[src/ppg_map.svh]
`ifndef PPG_MAP_SVH
`define PPG_MAP_SVH

// ----------------------------------------------------------------
// APB register byte addresses
// ----------------------------------------------------------------
`define PPG_REG_CTRL 12'h000
`define PPG_REG_PTR 12'h004
`define PPG_REG_DATA 12'h008
`define PPG_REG_STATUS 12'h00C

// ----------------------------------------------------------------
// Field positions and reset values
// ----------------------------------------------------------------
`define PPG_CTRL_VAR_MSB 1
`define PPG_CTRL_VAR_LSB 0
`define PPG_STATUS_INRANGE_BIT 0
`define PPG_PTR_RST 8'h64

// ----------------------------------------------------------------
// Parameter page offsets of this slice
// ----------------------------------------------------------------
`define PPG_OFF_FIRST 8'h64
`define PPG_OFF_LUNS 8'h64
`define PPG_OFF_ADDR_CYC 8'h65
`define PPG_OFF_BITS_CELL 8'h66
`define PPG_OFF_PROGS 8'h67
`define PPG_OFF_PLANE_ADDR 8'h68
`define PPG_OFF_PLANE_ATTR 8'h69
`define PPG_OFF_RSVD_A_LO 8'h6A
`define PPG_OFF_RSVD_A_HI 8'h8F
`define PPG_OFF_ASYNC_LO 8'h90
`define PPG_OFF_ASYNC_HI 8'h91
`define PPG_OFF_RSVD_B_LO 8'h92
`define PPG_OFF_RSVD_B_HI 8'h93
`define PPG_OFF_SYNC_LO 8'h94
`define PPG_OFF_SYNC_HI 8'h95
`define PPG_OFF_ASYNC_FEAT 8'h96
`define PPG_OFF_LAST 8'h96

// ----------------------------------------------------------------
// Page byte values
// ----------------------------------------------------------------
`define PPG_VAL_ZERO 8'h00
`define PPG_VAL_LUN_ONE 8'h01
`define PPG_VAL_LUN_TWO 8'h02
`define PPG_VAL_ADDR_CYC 8'h23
`define PPG_VAL_BITS_CELL 8'h02
`define PPG_VAL_PROGS 8'h01
`define PPG_VAL_PLANE_ADDR 8'h01
`define PPG_VAL_PLANE_ATTR 8'h07
`define PPG_VAL_MASK_MODE4 8'h1F
`define PPG_VAL_MASK_MODE5 8'h3F
`define PPG_VAL_ASYNC_FEAT 8'h00

`endif

[src/ppg_pkg.sv]
package ppg_pkg;

  // Device variant: selects the variant-dependent page bytes
  typedef enum logic [1:0] {
    PPG_VAR_ASYNC_ONLY = 2'b00,
    PPG_VAR_SYNC_MODE4 = 2'b01,
    PPG_VAR_SYNC_MODE5 = 2'b10,
    PPG_VAR_DUAL_LUN = 2'b11
  } ppg_variant_t;

endpackage : ppg_pkg

[src/ppg_param_rom.sv]
// The register addresses and the APB register port were decided locally.

`include "ppg_map.svh"

module ppg_param_rom #(
  parameter logic [1:0] VARIANT_RST = 2'h0,
  parameter int ADDR_W = 12
) (
  input wire logic clk,
  input wire logic rst_n,
  input wire logic psel,
  input wire logic penable,
  input wire logic pwrite,
  input wire logic [ADDR_W-1:0] paddr,
  input wire logic [31:0] pwdata,
  output logic [31:0] prdata,
  output logic pready,
  output logic pslverr
);

  // ----------------------------------------------------------------
  // Page content lookup
  // ----------------------------------------------------------------
  function automatic logic [7:0] ppg_byte(
    input logic [7:0] off,
    input ppg_pkg::ppg_variant_t v
  );
    logic [7:0] b;
    b = `PPG_VAL_ZERO;
    case (off)
      `PPG_OFF_LUNS: begin
        b = (v == ppg_pkg::PPG_VAR_DUAL_LUN) ? `PPG_VAL_LUN_TWO
                                             : `PPG_VAL_LUN_ONE;
      end
      `PPG_OFF_ADDR_CYC: b = `PPG_VAL_ADDR_CYC;
      `PPG_OFF_BITS_CELL: b = `PPG_VAL_BITS_CELL;
      `PPG_OFF_PROGS: b = `PPG_VAL_PROGS;
      `PPG_OFF_PLANE_ADDR: b = `PPG_VAL_PLANE_ADDR;
      `PPG_OFF_PLANE_ATTR: b = `PPG_VAL_PLANE_ATTR;
      `PPG_OFF_ASYNC_LO: b = `PPG_VAL_MASK_MODE5;
      `PPG_OFF_ASYNC_HI: b = `PPG_VAL_ZERO;
      `PPG_OFF_SYNC_LO: begin
        case (v)
          ppg_pkg::PPG_VAR_ASYNC_ONLY: b = `PPG_VAL_ZERO;
          ppg_pkg::PPG_VAR_SYNC_MODE4: b = `PPG_VAL_MASK_MODE4;
          default: b = `PPG_VAL_MASK_MODE5;
        endcase
      end
      `PPG_OFF_SYNC_HI: b = `PPG_VAL_ZERO;
      `PPG_OFF_ASYNC_FEAT: b = `PPG_VAL_ASYNC_FEAT;
      // Reserved ranges and offsets outside the slice read as zero
      default: b = `PPG_VAL_ZERO;
    endcase
    return b;
  endfunction : ppg_byte

  // ----------------------------------------------------------------
  // APB decode
  // ----------------------------------------------------------------
  ppg_pkg::ppg_variant_t variant_ff;
  ppg_pkg::ppg_variant_t nxt_variant;
  logic [7:0] ptr_ff;
  logic [7:0] nxt_ptr;
  logic [31:0] prdata_ff;
  logic [31:0] nxt_prdata;
  logic pready_ff;
  logic nxt_pready;
  logic pslverr_ff;
  logic nxt_pslverr;
  logic acc;
  logic done;
  logic hit;
  logic in_range;
  logic data_rd_done;
  logic [7:0] cur_byte;

  assign acc = psel & penable;
  // One wait state so that read data comes from a flip-flop
  assign done = acc & pready_ff;
  assign hit = (paddr == `PPG_REG_CTRL) || (paddr == `PPG_REG_PTR) ||
               (paddr == `PPG_REG_DATA) || (paddr == `PPG_REG_STATUS);
  assign in_range = (ptr_ff >= `PPG_OFF_FIRST) && (ptr_ff <= `PPG_OFF_LAST);
  assign data_rd_done = done & ~pwrite & (paddr == `PPG_REG_DATA);
  assign cur_byte = ppg_byte(ptr_ff, variant_ff);

  always_comb begin
    nxt_variant = variant_ff;
    nxt_ptr = ptr_ff;
    nxt_prdata = prdata_ff;
    nxt_pready = acc & ~pready_ff;
    nxt_pslverr = acc & ~pready_ff & ~hit;
    if (acc && !pready_ff) begin
      nxt_prdata = 32'h0000_0000;
      if (!pwrite) begin
        case (paddr)
          `PPG_REG_CTRL: begin
            nxt_prdata[`PPG_CTRL_VAR_MSB:`PPG_CTRL_VAR_LSB] = variant_ff;
          end
          `PPG_REG_PTR: nxt_prdata[7:0] = ptr_ff;
          `PPG_REG_DATA: nxt_prdata[7:0] = cur_byte;
          `PPG_REG_STATUS: begin
            nxt_prdata[`PPG_STATUS_INRANGE_BIT] = in_range;
          end
          default: nxt_prdata = 32'h0000_0000;
        endcase
      end
    end
    if (done && pwrite) begin
      case (paddr)
        `PPG_REG_CTRL: begin
          nxt_variant = ppg_pkg::ppg_variant_t'(
            pwdata[`PPG_CTRL_VAR_MSB:`PPG_CTRL_VAR_LSB]);
        end
        `PPG_REG_PTR: nxt_ptr = pwdata[7:0];
        default: nxt_ptr = ptr_ff;
      endcase
    end
    // Each data read advances to the next offset, so a plain burst of
    // reads walks multi-byte fields low byte first
    if (data_rd_done) begin
      nxt_ptr = ptr_ff + 8'h01;
    end
  end

  always_ff @(posedge clk) begin
    if (!rst_n) begin
      variant_ff <= ppg_pkg::ppg_variant_t'(VARIANT_RST);
      ptr_ff <= `PPG_PTR_RST;
      prdata_ff <= 32'h0000_0000;
      pready_ff <= 1'b0;
      pslverr_ff <= 1'b0;
    end else begin
      variant_ff <= nxt_variant;
      ptr_ff <= nxt_ptr;
      prdata_ff <= nxt_prdata;
      pready_ff <= nxt_pready;
      pslverr_ff <= nxt_pslverr;
    end
  end

  assign prdata = prdata_ff;
  assign pready = pready_ff;
  assign pslverr = pslverr_ff;

  // ----------------------------------------------------------------
  // Checker state: last data byte handed out and its offset
  // ----------------------------------------------------------------
  // Only the assertions and the c_pair cover read these, so they cost nothing once trimmed
  logic [7:0] chk_off_ff;
  logic [7:0] nxt_chk_off;
  logic [7:0] chk_byte_ff;
  logic [7:0] nxt_chk_byte;

  always_comb begin
    nxt_chk_off = chk_off_ff;
    nxt_chk_byte = chk_byte_ff;
    if (data_rd_done) begin
      nxt_chk_off = ptr_ff;
      nxt_chk_byte = prdata_ff[7:0];
    end
  end

  always_ff @(posedge clk) begin
    if (!rst_n) begin
      chk_off_ff <= `PPG_VAL_ZERO;
      chk_byte_ff <= `PPG_VAL_ZERO;
    end else begin
      chk_off_ff <= nxt_chk_off;
      chk_byte_ff <= nxt_chk_byte;
    end
  end
endmodule : ppg_param_rom

[config.mk]
export PLATFORM = sky130hd
export DESIGN_NAME = ppg_param_rom
export DESIGN_NICKNAME = d
export VERILOG_FILES = /design/src/ppg_pkg.sv /design/src/ppg_param_rom.sv
export VERILOG_INCLUDE_DIRS = /design/src
export SDC_FILE = /design/constraint.sdc
export NUM_CORES = 1
export LEC_CHECK = 0
export ABC_AREA = 1
export BUFFER_PORTS_ARGS = -buffer_cell sky130_fd_sc_hd__clkbuf_2
export CAP_MARGIN = 30
export CELL_PAD_IN_SITES_DETAIL_PLACEMENT = 0
export CELL_PAD_IN_SITES_GLOBAL_PLACEMENT = 2
export CORE_UTILIZATION = 20
export CTS_BUF_LIST = sky130_fd_sc_hd__clkbuf_16
export DETAILED_ROUTE_END_ITERATION = 10
export PLACE_DENSITY = 0.74
export SYNTH_ARGS = -nofsm -noshare
export SYNTH_HDL_FRONTEND = slang
export SYNTH_SLANG_ARGS = --single-unit
[constraint.sdc]
create_clock -name clk -period 1.72 [get_ports clk]
set_clock_uncertainty 0.15 [all_clocks]
set_input_delay 0.516 -clock clk [delete_from_list [all_inputs] [get_ports clk]]
set_output_delay 0.516 -clock clk [all_outputs]
set_load 0.03 [all_outputs]
==> results.cfg, run 1 <==
[run_status]
outcome = finished clean

[route]
drt_pass1_iterations = 4
vias_per_cell = 4.06
drc = 0
dr_total_vias = 1827
drt_iter0_drc = 48
wl_per_cell_um = 11.0
drt_wl_total_um = 4930
detail-route-antenna-nets = 0

[yosys]
synth_top_family_by_area = simple AND/OR/NAND/NOR gates
synth-simple-area-share = 0.397
ys_warn_count = 0
synth-xor-area-share = 0.0262
muxShareOfSynthArea = 0
synth_cell_types = 35
synthArstFlopShare = 0
ys.flop_type = dfxtp_1
synth_compound_gate_area_share = 0.117
synth-seq-cells = 20
ys_seq_area_frac = 0.239
synthAdderAreaFrac = 0.0299
synth_area_mm2 = 0.00167
synth_edf_count = 0
syn_area_per_cell_um2 = 6.29
syn_inst = 266

[clock_network]
cts_sinks = 20
cts_tree = yes
cts.clk_slew.worst_paths_ns = 0.06
cts_root_buf = clkbuf_16
clk_path_buf_depth = 2
cts_made_buffers = 3
worstSkewPairLatency_ns = 0.25
cts_htree_levels = 1

[timing]
final-setup-viol-count = 0
setup_ws_ns = 0.0374
grt_setup_unrepaired = true
fin_crit_sh = 0.978
final_max_slew_viol_count = 0
period_minus_slack_ns = 1.68
hold_viol = 0
fmax_ghz = 0.594

[worst_setup_path]
critPathLaunchType = flop
cpMostUsedCell = nand2_1
cp_slowest_stage_delay_ns = 0.35
critPathKind = flop to flop
crit_fanout = 3
path_cells = inv_2 > ha_1 > or2_4 > nand3_4 > nand2_2 > nor2_4 > nor2_2 > nand2_1 > nand2_1 > nand2_1 > a21oi_1
path_depth = 11
cp_slowest_cell = dfxtp_2
worst-path-buf-inv = 1
critPathArrivalTime_ns = 1.68
worstPathRequired_ns = 1.72
reg2regPathDepth = 11
crit_family = simple AND/OR/NAND/NOR gates
cp-end-kind = flop

[placed_design]
hpwl_um = 3990
place_congestion = 0.770
place_ws_ns = -0.278
place_inst = 438
io_buffers = 34

[job]
maxCapViolations = 0

[global_route]
grt_pass1_vias = 1776
overflow = 0
grt_pass1_wl_um = 8040
grt_max_degree = 12
antenna_found_initial = 0
groute.usage.overall = 0.118

[layout]
drive_above_1_share = 0.425
nNetsFinal = 402
instances_no_fill = 450
area_growth_pct = 49.4
fillCellCount = 879
final_core_util = 0.317
n_antenna_cell = 0

[die]
initial_core_util = 0.212
die_h_um = 93.5
dieArea_mm2 = 0.00873
pin_count = 83
rows = 32
core_mm2 = 0.00789
fp.dieW_um = 93.5

[power]
p_total_uw = 1130
internal-power_uw = 824
comb_power_share = 0.158
power_switching_share = 0.272
p_clk_frac = 0.432
leakage_uw = 0.00125
power_frac_seq = 0.410
switchingPower_uw = 308
power_density_mw_per_mm2 = 453
max-vdd-ir-drop_uv = 280

[min_path]
whs_path_depth = 2
hp-class = flop to flop
## cells by family (layout without fill, tap and decap cells)
| logic type | after synthesis | in the layout |
|---|---|---|
| adders and majority gates | 4 | 4 |
| other | 1 | 24 |
| DFF | 20 | 20 |
| buffers and inverters | 57 | 115 |
| AOI/OAI and AO/OA | 34 | 34 |
| xor gates and xnor gates | 5 | 5 |
| and+or+nand+nor | 145 | 146 |
## tightest hold or removal path, delay by kind of cell, from the launching register on
family	cells	cell delay, ns
and+or+nand+nor	1	0.06
DFF	1	0.31
AOI/OAI and AO/OA	1	0.05
## power by group through the flow
stage	clock, µW	combinational [µW]	sequential, µW
after floorplan	0	147	480
after global placement	0	173	476
after detailed placement	0	173	476
after CTS	509	174	466
after global routing	534	194	464
final	489	179	464
## layout by cell type (no fill, tap or decap), drive strengths merged
cell type,n
o21bai,1
nor2,31
a22o,1
clkbuf,37
nand4,1
nand3,25
o22ai,1
clkinv,4
inv,26
a21oi,13
ha,4
buf,48
dfxtp,20
o211ai,2
xnor2,1
or2,1
o21ai,14
xor2,4
and3,1
a31oi,2
nor3,6
conb,24
nand2,81
## flip-flops by register name, summed over array words and instances, names as in the netlist
signal	cells
pslverr	1
pready	1
variant_ff	2
ptr_ff	8
prdata	8
## cell usage after synthesis (all sizes together), types with 2 or more instances
master,count,area share
dfxtp,20,0.24
nor2,31,0.094
clkinv,3,0.0067
inv,26,0.058
xor2,4,0.021
ha,4,0.030
o211ai,2,0.0090
nand2,80,0.19
nor3,6,0.021
a21oi,13,0.041
buf,28,0.12
a31oi,2,0.0075
o21ai,14,0.046
nand3,25,0.078
## routing by layer
metal | vias to the layer above | track usage | wire [µm]
li1 | 968 | - | -
met1 | 808 | 0.145 | 2260
met2 | 44 | 0.206 | 2410
met3 | 7 | 0.0106 | 156
met4 | 0 | 0.0603 | 110
met5 | - | 0 | 0
## repair_timing
| action | in CTS | in global routing |
|---|---|---|
| hold buffers | 0 | 0 |
| pin swaps | 3 | 16 |
| cloned | 0 | 1 |
| gates resized for setup | 9 | 43 |
| endpoints found under the setup margin | 5 | 14 |
| setup buffers | 1 | 6 |
## final timing paths
kind / startpoint / endpoint / slack, ns
worst max register to register: ptr_ff[0] / prdata[0] / 0.04
worst min-delay path: prdata[5] / prdata[5] / 0.31
worst max-delay path: ptr_ff[0] / prdata[0] / 0.04
worst min register to register: prdata[5] / prdata[5] / 0.31
## area by class of cell
cell class	count	area, µm²	area share
Clock buffer	3	75.1	0.0300
Clock inverter	1	3.75	0.00150
Inverter	29	114	0.0456
Multi-Input combinational cell	213	1210	0.486
Sequential cell	20	410	0.164
Tap cell	102	128	0.0511
Timing Repair Buffer	82	553	0.221
## metrics by stage
step            TNS, ns  instance area (µm²)  hold WS (ns)
3_3_place_gp      -3.27                 2180         0.307
3_5_place_dp      -3.25                 2180         0.307
2_1_floorplan  -0.00893                 1780         0.313
6_report              0                 2500         0.313
4_1_cts        -0.00518                 2300         0.316
5_1_grt          -0.188                 2500         0.344
No activity file was read; power rests on OpenSTA's default activity.
==> run 2, diff against run 1 <==
--- a/config.mk
+++ b/config.mk
@@ -15,6 +15,7 @@
 export CTS_BUF_LIST = sky130_fd_sc_hd__clkbuf_16
 export DETAILED_ROUTE_END_ITERATION = 10
 export PLACE_DENSITY = 0.74
+export RECOVER_POWER = 25
 export SYNTH_ARGS = -nofsm -noshare
 export SYNTH_HDL_FRONTEND = slang
 export SYNTH_SLANG_ARGS = --single-unit
==> run 2 against run 1 <==
Design area fell by 0.40%. Count of clock-buffer cells in the layout stayed put. Sequential power about the same. Die area stayed put. Critical endpoint unchanged. Non-clock buffer count unchanged. Critical path depth stayed put. Via count shrank 0.22%. Critical path type unchanged.
==> results.cfg, run 2 (same netlist as run 1, synthesis figures left out) <==
[die]
core_mm2 = 0.00789
initial_core_util = 0.212
rows = 32
fp.dieW_um = 93.5
dieArea_mm2 = 0.00873
die_h_um = 93.5
pin_count = 83

[clock_network]
cts_made_buffers = 3
cts_sinks = 20
cts_hold_buf = 0
worstSkewPairLatency_ns = 0.25
clk_path_buf_depth = 2
cts.clk_slew.worst_paths_ns = 0.06
cts_tree = yes
cts_htree_levels = 1
cts_root_buf = clkbuf_16

[power]
max-vdd-ir-drop_uv = 280
p_clk_frac = 0.432
internal-power_uw = 822
leakage_uw = 0.00123
comb_power_share = 0.157
power_frac_seq = 0.411
power_density_mw_per_mm2 = 454
switchingPower_uw = 308
power_switching_share = 0.273

[timing]
grt_setup_unrepaired = true
fin_setup_tns_ns = 0
final-setup-viol-count = 0
fmax_ghz = 0.594
fin_crit_sh = 0.978
holdWs_ns = 0.314
hold_viol = 0
period_minus_slack_ns = 1.68
final_max_slew_viol_count = 0

[global_route]
grt_max_degree = 12
groute.usage.overall = 0.118
overflow = 0
grt_pass1_vias = 1776
antenna_found_initial = 0
grt_pass1_wl_um = 8040

[worst_setup_path]
crit_family = simple AND/OR/NAND/NOR gates
cpMostUsedCell = nand2_1
worstPathRequired_ns = 1.72
critPathArrivalTime_ns = 1.68
cp-end-kind = flop
critPathLaunchType = flop
worst-path-buf-inv = 1
critPathKind = flop to flop
cp_slowest_cell = dfxtp_2
cp_slowest_stage_delay_ns = 0.35
crit_fanout = 3
r2r_slack_ns = 0.04
path_cells = inv_2 > ha_1 > or2_4 > nand3_4 > nand2_2 > nor2_4 > nor2_2 > nand2_1 > nand2_1 > nand2_1 > a21oi_1

[route]
dr_total_vias = 1823
drt_wl_total_um = 4930
drt_pass1_iterations = 4
drc = 0
drt_iter0_drc = 48
vias_per_cell = 4.05
wl_per_cell_um = 11.0
detail-route-antenna-nets = 0

[layout]
nNetsFinal = 402
final_cell_mix = 65 x nand2_1, 41 x buf_4, 29 x clkbuf_2, 24 x conb_1, 21 x nand3_1
final_core_util = 0.316
multiInputGateArea_mm2 = 0.00121
fillCellCount = 884
n_antenna_cell = 0
drive_above_1_share = 0.408
area_growth_pct = 48.8
final_area_mm2 = 0.00249
final_common_cell = nand2_1
seq_area_um2 = 410

[placed_design]
place_congestion = 0.770
io_buffers = 34
hpwl_um = 3990
postPlaceCellArea_mm2 = 0.00218

[run_status]
outcome = finished clean

[min_path]
hp-class = flop to flop

[job]
maxCapViolations = 0
-- run 2: path summary, 6_finish.rpt --
| kind | start | to | depth (start not counted) |
|---|---|---|---|
| setup / recovery | ptr_ff[0] | prdata[0] | 11 |
| hold / removal | prdata[5] | prdata[5] | 2 |
| setup reg to reg | ptr_ff[0] | prdata[0] | 11 |
| hold reg to reg | prdata[5] | prdata[5] | 2 |
-- run 2: metal layers --
layer	GRT usage	share of wire	vias to the layer above
li1	-	-	968
met1	0.145	0.46	804
met2	0.206	0.49	44
met3	0.0106	0.033	7
met4	0.0603	0.022	0
met5	0	0	-
-- run 2: layout make-up --
class	instances	share of cell area
Multi-Input combinational cell	213	0.488
Timing Repair Buffer	82	0.218
Sequential cell	20	0.165
Tap cell	102	0.0513
Inverter	29	0.0458
Clock buffer	3	0.0302
Clock inverter	1	0.00151
-- run 2: per-stage QoR --
stage               std cells  setup WS, ns  power, µW
finish                    450        0.0375       1130
global route              450       -0.0936       1190
CTS                       443      -0.00475       1150
detailed placement        438        -0.278        650
global placement          438        -0.282        649
floorplan                 289      -0.00893        627
-- run 2: repair_timing --
action,4_1_cts,5_1_grt
setup endpoints to repair,5,14
buffers inserted,1,6
cloned,0,1
gates resized for setup,9,43
pin swaps,3,16
-- run 2: tightest hold or removal path, delay by kind of cell, from the launching register on --
family,cells,cell delay [ns]
simple gates,1,0.06
compound gates,1,0.05
flops,1,0.31
-- run 2: power by group through the flow --
stage | Combinational [µW] | Sequential (µW) | Clock [µW]
global placement | 173 | 476 | 0
CTS | 174 | 466 | 509
global route | 192 | 464 | 534
floorplan | 147 | 480 | 0
detailed placement | 173 | 476 | 0
finish | 177 | 464 | 489
==> run 3, diff against run 2 <==
--- a/config.mk
+++ b/config.mk
@@ -7,14 +7,14 @@
 export NUM_CORES = 1
 export LEC_CHECK = 0
 export ABC_AREA = 1
-export BUFFER_PORTS_ARGS = -buffer_cell sky130_fd_sc_hd__clkbuf_2
 export CAP_MARGIN = 30
 export CELL_PAD_IN_SITES_DETAIL_PLACEMENT = 0
 export CELL_PAD_IN_SITES_GLOBAL_PLACEMENT = 2
-export CORE_UTILIZATION = 20
+export CORE_UTILIZATION = 28
 export CTS_BUF_LIST = sky130_fd_sc_hd__clkbuf_16
 export DETAILED_ROUTE_END_ITERATION = 10
-export PLACE_DENSITY = 0.74
+export DONT_BUFFER_PORTS = 1
+export PLACE_DENSITY = 0.75
 export RECOVER_POWER = 25
 export SYNTH_ARGS = -nofsm -noshare
 export SYNTH_HDL_FRONTEND = slang
==> run 3 against run 2 <==
Register-to-register slack is essentially flat. Sequential share of layout area grew 1.8 points. Hold slack lost 0.12 ns. Sequential power is essentially flat. Clock power grew 35%. Core utilization grew 8.1 points. Largest power group unchanged. Highest routed layer unchanged.
==> results.cfg, run 3 (same netlist as run 1, synthesis figures left out) <==
[timing]
grt_setup_unrepaired = true
final-setup-viol-count = 0
holdWs_ns = 0.193
fmax_ghz = 0.590
final_max_slew_viol_count = 0
hold_viol = 0
fin_crit_sh = 0.985
fin_setup_tns_ns = 0
period_minus_slack_ns = 1.69

[worst_setup_path]
r2r_end = prdata[1]
path_depth = 11
crit_fanout = 3
reg2reg_from = ptr_ff[0]
critPathArrivalTime_ns = 1.67
worst-path-buf-inv = 1
crit_family = simple AND/OR/NAND/NOR gates
critPathKind = flop to flop
critPathLaunchType = flop
cp-end-kind = flop
r2r_slack_ns = 0.03
cp_slowest_cell = dfxtp_4
reg2regPathDepth = 11
cp_slowest_stage_delay_ns = 0.36
path_cells = buf_6 > ha_4 > or2_4 > nand3_2 > nand2_2 > nor2_2 > nor2_2 > nand2_1 > nand2_1 > nand2_2 > a21oi_1
worstPathRequired_ns = 1.70

[run_status]
outcome = finished clean

[route]
drt_pass1_iterations = 4
drc = 0
vias_per_cell = 4.43
detail-route-antenna-nets = 0
drt_iter0_drc = 54
drt_wl_total_um = 4700
wl_per_cell_um = 12.3
dr_total_vias = 1691

[global_route]
groute.usage.overall = 0.158
antenna_found_initial = 0
grt_pass1_vias = 1510
overflow = 0
grt_max_degree = 15
grt_pass1_wl_um = 7370

[min_path]
hold_path_end = ptr_ff[6]
hp-start = rst_n
hp-class = primary input to flop
whs_path_depth = 1

[die]
dieArea_mm2 = 0.00629
rows = 27
pin_count = 83
fp.dieW_um = 79.3
die_h_um = 79.3
core_mm2 = 0.00564
initial_core_util = 0.297

[clock_network]
post_cts_buffers = 0
clk_path_buf_depth = 2
cts.clk_slew.worst_paths_ns = 0.06
cts_root_buf = clkbuf_16
worstSkewPairLatency_ns = 0.26
cts_tree = yes
cts_hold_buf = 0
cts_sinks = 20
cts_htree_levels = 1
cts_made_buffers = 3

[power]
internal-power_uw = 949
power_frac_seq = 0.371
power_density_mw_per_mm2 = 560
comb_power_share = 0.104
leakage_uw = 0.00106
power_switching_share = 0.242
switchingPower_uw = 304
max-vdd-ir-drop_uv = 440
p_clk_frac = 0.525

[placed_design]
io_buffers = 0
hpwl_um = 3880
place_congestion = 0.858

[layout]
drive_above_1_share = 0.348
n_antenna_cell = 0
final_core_util = 0.396
area_growth_pct = 33.7
nNetsFinal = 364
final_cell_mix = 63 x nand2_1, 43 x buf_4, 24 x conb_1, 21 x nand3_1, 18 x inv_1
final_common_cell = nand2_1

[job]
maxCapViolations = 0
run 3: repair_timing:
item | 4_1_cts | 5_1_grt
resized for setup | 20 | 21
endpoints found under the setup margin | 5 | 9
pin swaps | 7 | 14
run 3: layout make-up:
cell class              count  area [µm²]
multi-input cells         212        1170
repair buffers             45         345
fillers                   618        3410
inverters                  29         116
clock inverters             1        30.0
clock buffers               3        75.1
flip-flops and latches     20         409
well taps                  72        90.1
run 3: worst max path at each step:
stage / to / startpoint
3_5_place_dp: prdata[7] / paddr[11]
3_3_place_gp: prdata[7] / paddr[9]
2_1_floorplan: ptr_ff[5] / paddr[9]
5_1_grt: prdata[0] / ptr_ff[7]
4_1_cts: prdata[0] / ptr_ff[0]
6_report: prdata[1] / ptr_ff[0]
run 3: power groups by stage:
stage / clock network (µW) / logic [µW] / registers (µW)
floorplan: 0 / 147 / 480
global placement: 0 / 128 / 479
detailed placement: 0 / 129 / 479
CTS: 673 / 129 / 466
global route: 693 / 140 / 465
finish: 659 / 130 / 465
run 3: metrics by stage:
step	power [µW]	worst slack (ns)	cells	area [µm²]
2_1_floorplan	627	-0.00893	289	1780
3_3_place_gp	607	-0.133	378	2010
3_5_place_dp	607	-0.149	378	2010
4_1_cts	1270	-0.0257	382	2170
5_1_grt	1300	-0.0937	382	2240
6_report	1250	0.0260	382	2240
run 3: worst register-to-register path: stages, from the launching register on:
cell	delay [ns]
dfxtp_4	0.36
buf_6	0.12
ha_4	0.15
or2_4	0.22
nand3_2	0.08
nand2_2	0.06
nor2_2	0.11
nor2_2	0.04
nand2_1	0.06
nand2_1	0.07
nand2_2	0.07
a21oi_1	0.06
run 3: layer usage:
metal / up-vias / share of wire / track usage
met2: 45 / 0.47 / 0.255
li1: 888 / - / -
met4: 0 / 0.021 / 0.0618
met3: 6 / 0.036 / 0.0230
met1: 752 / 0.47 / 0.209
met5: - / 0 / 0
